[config.mk]
export PLATFORM = sky130hd
export DESIGN_NAME = mcs_regs
export DESIGN_NICKNAME = d
export VERILOG_FILES = /design/src/pkg/mcs_pkg.sv /design/src/rtl/mcs_regs.sv
export SDC_FILE = /design/constraint.sdc
export NUM_CORES = 1
export LEC_CHECK = 0
export BUFFER_PORTS_ARGS = -buffer_cell sky130_fd_sc_hd__buf_2
export CAP_MARGIN = 30
export CORE_ASPECT_RATIO = 0.8
export CORE_MARGIN = 4
export CORE_UTILIZATION = 45
export CTS_CLUSTER_SIZE = 8
export DETAILED_ROUTE_END_ITERATION = 7
export GPL_ROUTABILITY_DRIVEN = 0
export HOLD_SLACK_MARGIN = 0.08
export PLACE_DENSITY_LB_ADDON = 0.05
export SETUP_SLACK_MARGIN = 0.1
export SLEW_MARGIN = 20
export SYNTH_ARGS = -nofsm -noshare
export SYNTH_HDL_FRONTEND = slang
export SYNTH_SLANG_ARGS = --single-unit
[constraint.sdc]
create_clock -name ref_clk -period 1.5 [get_ports ref_clk]
set_input_delay 0.375 -clock ref_clk [delete_from_list [all_inputs] [get_ports ref_clk]]
set_output_delay 0.375 -clock ref_clk [all_outputs]
set_load 0.02 [all_outputs]
[src/pkg/mcs_pkg.sv]
// Package for the multiplexer channel sequence register bank
package mcs_pkg;
    // ---------------------------------------------------------------
    // Register offsets
    // ---------------------------------------------------------------
    localparam logic [7:0] ADDR_SEQUENCER_CONFIG_STATUS = 8'h1C;
    localparam logic [7:0] ADDR_MANUAL_CHANNEL_SELECT = 8'h1D;
    localparam logic [7:0] ADDR_SEQUENCE_START_CTRL = 8'h1E;
    localparam logic [7:0] ADDR_SEQUENCE_STOP_CTRL = 8'h1F;
    localparam logic [7:0] ADDR_FAST_SELECT_ENABLE = 8'h2A;
    localparam logic [7:0] ADDR_SCAN_CHANNEL_ENABLE = 8'h80;
    localparam logic [7:0] ADDR_SCAN_REPEAT_CTRL = 8'h82;
    // ---------------------------------------------------------------
    // Field positions and reset values
    // ---------------------------------------------------------------
    localparam int ALERT_BIT = 3;
    localparam int ERROR_BIT = 2;
    localparam int CTRL_BIT = 0;
    localparam int SERIAL_SEL_BITS = 5;
    localparam logic [1:0] MODE_RESET = 2'h0;
    localparam logic [2:0] CHANNEL_RESET = 3'h0;
    localparam logic [7:0] BYTE_RESET = 8'h00;
    localparam logic [7:0] UNMAPPED_READ = 8'h00;
    // ---------------------------------------------------------------
    // Sequencing modes
    // ---------------------------------------------------------------
    typedef enum logic [1:0] {
        MCS_MANUAL = 2'h0,
        MCS_FLY = 2'h1,
        MCS_AUTO = 2'h2,
        MCS_CUSTOM = 2'h3
    } mcs_mode_e;
endpackage

[src/rtl/mcs_regs.sv]
// Register bank for multiplexer channel sequencing
`timescale 1ns/100ps
// Function
// Mode field 00 manual, 01 on-the-fly, 10 auto, 11 custom sequencing.
// Config register bit 3 reads the alert pin level, read-only.
// Config register bit 2 reads 1 on configuration error, else 0.
// Config bits 7..4 read zero; host must not write them.
// Config register at 1Ch, resets to 00h (manual mode).
// Channel field bits 2..0 select analog input 0 through 7.
// Channel register bits 7..3 read-only zero.
// Channel register at 1Dh, resets to 00h (input 0).
// Channel write during running auto/custom sequence aborts it, forces manual.
// Address 1Eh starts the multiplexer sequence.
// Address 1Fh aborts the running multiplexer sequence.
// Address 2Ah enables or disables on-the-fly selection.
// Address 80h chooses channels taking part in auto sequence.
// Address 82h controls channel repetition in auto sequence.
// Start bit 1 begins scan only in auto/custom; 0 never stops.
// Abort bit 1 stops scan in auto/custom; 0 does nothing.
// On-the-fly enabled: first five serial input bits pick next channel.
// Writes to reserved bits are ignored; they keep reading zero.
module mcs_regs
    import mcs_pkg::*;
(
    input wire logic ref_clk,
    input wire logic rstn,
    input wire logic [7:0] reg_addr,
    input wire logic [7:0] reg_wdata,
    input wire logic reg_wr,
    input wire logic reg_rd,
    output logic [7:0] reg_rdata,
    input wire logic alert_level,
    input wire logic config_error,
    input wire logic frame_start,
    input wire logic serial_data_in,
    output logic [1:0] sequencing_mode_field,
    output logic [2:0] manual_channel,
    output logic sequence_running,
    output logic fast_select_on,
    output logic [4:0] fast_channel,
    output logic fast_channel_valid,
    output logic [7:0] scan_channel_enable,
    output logic [7:0] scan_repeat_ctrl
);
    // ---------------------------------------------------------------
    // Write decode
    // ---------------------------------------------------------------
    logic wr_cfg, wr_chan, wr_start, wr_stop, wr_fly, wr_scan, wr_rep;
    logic seq_active_mode;
    logic [2:0] fly_count;
    logic [3:0] fly_shift;

    assign wr_cfg = reg_wr && reg_addr == ADDR_SEQUENCER_CONFIG_STATUS;
    assign wr_chan = reg_wr && reg_addr == ADDR_MANUAL_CHANNEL_SELECT;
    assign wr_start = reg_wr && reg_addr == ADDR_SEQUENCE_START_CTRL;
    assign wr_stop = reg_wr && reg_addr == ADDR_SEQUENCE_STOP_CTRL;
    assign wr_fly = reg_wr && reg_addr == ADDR_FAST_SELECT_ENABLE;
    assign wr_scan = reg_wr && reg_addr == ADDR_SCAN_CHANNEL_ENABLE;
    assign wr_rep = reg_wr && reg_addr == ADDR_SCAN_REPEAT_CTRL;

    // Start and abort act only in the two sequencing modes
    assign seq_active_mode = sequencing_mode_field == MCS_AUTO || sequencing_mode_field == MCS_CUSTOM;

    // ---------------------------------------------------------------
    // Mode field
    // ---------------------------------------------------------------
    always_ff @(posedge ref_clk) begin
        if (!rstn) begin
            sequencing_mode_field <= MODE_RESET;
        end else if (wr_chan && sequence_running) begin
            sequencing_mode_field <= MCS_MANUAL;
        end else if (wr_cfg) begin
            // Upper data bits are dropped so status and reserved stay fixed
            sequencing_mode_field <= reg_wdata[1:0];
        end
    end

    // ---------------------------------------------------------------
    // Manual channel select
    // ---------------------------------------------------------------
    always_ff @(posedge ref_clk) begin
        if (!rstn) begin
            manual_channel <= CHANNEL_RESET;
        end else if (wr_chan) begin
            manual_channel <= reg_wdata[2:0];
        end
    end

    // ---------------------------------------------------------------
    // Sequence run state
    // ---------------------------------------------------------------
    always_ff @(posedge ref_clk) begin
        if (!rstn) begin
            sequence_running <= 1'b0;
        end else if (wr_chan || (wr_cfg && reg_wdata[1:0] != sequencing_mode_field)) begin
            // A mode change also ends a scan so it never runs in manual mode
            sequence_running <= 1'b0;
        end else if (wr_stop && reg_wdata[CTRL_BIT] && seq_active_mode) begin
            sequence_running <= 1'b0;
        end else if (wr_start && reg_wdata[CTRL_BIT] && seq_active_mode) begin
            sequence_running <= 1'b1;
        end
    end

    // ---------------------------------------------------------------
    // Auto sequence and on-the-fly configuration
    // ---------------------------------------------------------------
    always_ff @(posedge ref_clk) begin
        if (!rstn) begin
            fast_select_on <= 1'b0;
        end else if (wr_fly) begin
            fast_select_on <= reg_wdata[CTRL_BIT];
        end
    end

    always_ff @(posedge ref_clk) begin
        if (!rstn) begin
            scan_channel_enable <= BYTE_RESET;
        end else if (wr_scan) begin
            scan_channel_enable <= reg_wdata;
        end
    end

    always_ff @(posedge ref_clk) begin
        if (!rstn) begin
            scan_repeat_ctrl <= BYTE_RESET;
        end else if (wr_rep) begin
            scan_repeat_ctrl <= reg_wdata;
        end
    end

    // ---------------------------------------------------------------
    // On-the-fly capture of the first serial bits of a frame
    // ---------------------------------------------------------------
    // Only the first five bits after frame_start count; later bits are data
    always_ff @(posedge ref_clk) begin
        if (!rstn) begin
            // Idle until the first frame, so turning the enable on mid-line picks nothing up
            fly_count <= 3'(SERIAL_SEL_BITS);
            fly_shift <= 4'h0;
            fast_channel <= 5'h00;
            fast_channel_valid <= 1'b0;
        end else begin
            fast_channel_valid <= 1'b0;
            if (frame_start) begin
                fly_count <= 3'h0;
            end else if (fast_select_on && fly_count < 3'(SERIAL_SEL_BITS)) begin
                fly_count <= fly_count + 3'h1;
                if (fly_count == 3'(SERIAL_SEL_BITS - 1)) begin
                    fast_channel <= {fly_shift, serial_data_in};
                    fast_channel_valid <= 1'b1;
                end else begin
                    fly_shift <= {fly_shift[2:0], serial_data_in};
                end
            end
        end
    end

    // ---------------------------------------------------------------
    // Read data, one cycle after the strobe
    // ---------------------------------------------------------------
    always_ff @(posedge ref_clk) begin
        if (!rstn) begin
            reg_rdata <= UNMAPPED_READ;
        end else if (reg_rd) begin
            unique case (reg_addr)
                ADDR_SEQUENCER_CONFIG_STATUS:
                    reg_rdata <= {4'h0, alert_level, config_error, sequencing_mode_field};
                ADDR_MANUAL_CHANNEL_SELECT:
                    reg_rdata <= {5'h00, manual_channel};
                ADDR_FAST_SELECT_ENABLE:
                    reg_rdata <= {7'h00, fast_select_on};
                ADDR_SCAN_CHANNEL_ENABLE:
                    reg_rdata <= scan_channel_enable;
                ADDR_SCAN_REPEAT_CTRL:
                    reg_rdata <= scan_repeat_ctrl;
                // Start and stop are write-only and read zero
                default:
                    reg_rdata <= UNMAPPED_READ;
            endcase
        end else begin
            reg_rdata <= UNMAPPED_READ;
        end
    end
endmodule

==> metrics.txt <==
gr ovfl total 0; Util after Layout 63.1%; minimum clock period after layout 1.34 ns; Max-Cap Viols 0; clk_skew 0.00366 ns; total power draw 2.31 mW; final hold violations 0; IO Count 61; CTS tree yes; Via-to-Cell Ratio 4.92; FF/Latch Area 883 um^2; Rows 21; setup slack, reg-to-reg 0.19 ns; crit share post-route between 80 and 90%; PwrDens 871 nW/um^2; Mapped Area around 2000 um^2; root buffer cell clkbuf_8; P_leak 1.32 nW; post-synthesis register bit count 44; HP Class in -> reg; initial antenna violation count 0; # fillers 384; die area 5490 um^2; initial core utilization between 40% and 50%; first drt pass iteration count 4; Synth warnings 0; worst path required time 1.69 ns; Distinct cells, synth 45; H-tree Lvls 2; DR WL/cell between 10 and 15 um; power share of the clock group about two fifths; RSZ-0062 raised after global routing true; area delta synth->final 35.1%; initial DRC count 84; Reg clk slew, reported paths 0.08 ns; crit-path max FO 3; register area share after synthesis 44.9%; hold_buf cts 0; Num Clock Sinks 44; DIE HEIGHT 67.1 um; Design Area, Final 2650 um^2; placed inst area 2510 um^2; share of cells above drive strength 1 37.9%; Synthesized Nets 227; fmax 744 MHz; Sequential Power Share 50.9%; Mean Syn Cell Area 9.77 um^2; worst vdd ir 0.808 mV; HPWL Detailed roughly 3.5 mm; setup tns final 0 ns; I/O Buffers 60; Arr. time, crit path 1.54 ns; GRT Overall Usage 18.3%; CP Class in -> reg; dpl ws -0.198 ns; diode count 0; Worst-Skew Late Latency 0.29 ns; Logic pwr share 8.2%; critical path endpoint category flip-flop; startpoint types input port; Cells after Synth ~200; post-route setup slack 0.155 ns; core area 4200 um^2; Max clock buf depth 2; Final Max Slew Viols 0; Slew @ Worst Pin 0.296 ns; status finished, final reports clean; DRC violation count after routing 0; via count 1684; first-pass GRT wire length 7.47 mm; DIE WIDTH 81.8 um; vias in the first global route ~1600; total CTS buffers 5; # nets final 310; Sw Ratio 22.0%; WL final 4.61 mm; relative slew slack 80.3%; internal power 1.80 mW; NetSw 0.509 mW; multi-input logic area 1070 um^2; Final Setup Violations 0; largest net degree at the start of global routing 22; Post-DRT Antenna Nets 0
-- area by class of cell --
class | count | share of cell area (%)
tap | 57 | 2.69
timing repair buffer | 84 | 18.6
clock buffer | 6 | 3.11
inverter | 3 | 0.425
sequential | 44 | 33.3
clock inverter | 2 | 1.46
multi-input combinational | 146 | 40.4
-- worst paths after layout --
kind,startpoint,to,depth (start not counted)
max,reg_addr[6],sequencing_mode_field[1],5
min,frame_start,fly_count[1],2
max reg2reg,fly_count[0],fast_channel[2],4
min reg2reg,fly_shift[3],fast_channel[4],2
-- flip-flops by register name (all words and copies together), names as in the netlist, 2 cells and up --
register / cells
fly_shift: 4
fly_count: 3
scan_channel_enable: 8
sequencing_mode_field: 2
manual_channel: 3
reg_rdata: 8
fast_channel: 5
scan_repeat_ctrl: 8
-- timing repair --
item / CTS / global route
endpoints found under the hold margin: 0 / 0
gates resized for setup: 1 / 1
setup buffers: 0 / 2
setup endpoints to repair: 5 / 13
pin swaps: 0 / 3
-- layout by cell type (no fill, tap or decap), types with 2 or more instances in the layout --
cell       instances
buf_4             23
o21ai_0            7
a21oi_1            3
nor2b_1            2
nand2_1           18
nand4b_1           2
or3_4              2
and3_1             3
ha_1               2
inv_1              3
a32oi_1            2
nand4_4            2
nor3_1             3
clkbuf_8           6
nor2_1            28
xor2_1             2
a31oi_1            2
nand3_1           11
buf_2             60
mux2_1             2
dfxtp_1           42
dfxtp_2            2
mux2i_1           31
o2bb2ai_1          2
-- cells by family (layout without fill, tap and decap cells) --
kind of cell | count (synthesis) | in the layout | share of synthesized area [%]
mux | 33 | 33 | 17.0
xor+xnor | 3 | 3 | 1.34
buf+inv | 11 | 95 | 2.23
simple gates | 85 | 85 | 25.0
flops | 44 | 44 | 44.9
fa+ha+maj | 2 | 2 | 1.27
compound gates | 23 | 23 | 8.29
-- Yosys cell counts (all sizes together) --
master	instances	area, um^2
a2111oi	1	15.0
or3b	1	11.3
nand3b	1	7.51
nor2b	2	12.5
nand3	11	55.1
and2b	1	7.51
mux2	2	22.5
xor2	2	17.5
xnor2	1	8.76
a31oi	2	12.5
o21bai	1	7.51
a221oi	1	8.76
and4b	1	10.0
a211oi	2	20.0
nand4bb	1	27.5
inv	3	11.3
nor4b	1	23.8
nor3b	2	20.0
or3	2	17.5
nand2b	1	6.26
a41oi	1	8.76
o21ai	8	40.0
nor3	4	25.0
dfxtp	44	881
nand4	2	25.0
a32oi	2	17.5
nor4	2	18.8
ha	2	25.0
nand4b	2	17.5
a21oi	3	15.0
nand2	18	67.6
clkbuf	5	18.8
buf	3	13.8
o2bb2ai	2	17.5
nor2	30	120
and3	3	18.8
mux2i	31	310
-- critical path, stage by stage --
cell and delay (ns):
buf_2 0.11, nand4bb_4 0.27, nor4_4 0.28, mux2_1 0.34
and3_1 0.16
-- through the flow --
step	std cells	hold WS [ns]
floorplan	201	0.435
global placement	332	0.447
detailed placement	332	0.448
CTS	340	0.282
global route	342	0.303
finish	342	0.293
-- routing by layer --
| metal | global-route usage, % | vias up | share of wire, % |
|---|---|---|---|
| met1 | 26.3 | 757 | 52 |
| met4 | 7.47 | 0 | 1.6 |
| met5 | 0 | - | 0 |
| met2 | 25.7 | 42 | 40 |
| li1 | - | 879 | - |
| met3 | 4.59 | 6 | 5.9 |
-- power groups by stage --
stage | Combinational, mW | Clock (mW) | Sequential [mW]
after CTS | 0.187 | 0.979 | 1.18
after global routing | 0.206 | 1.03 | 1.18
after floorplan | 0.0854 | 0 | 1.20
final | 0.189 | 0.946 | 1.18
after global placement | 0.187 | 0 | 1.20
after detailed placement | 0.186 | 0 | 1.20
(Power assumes the default switching activity.)
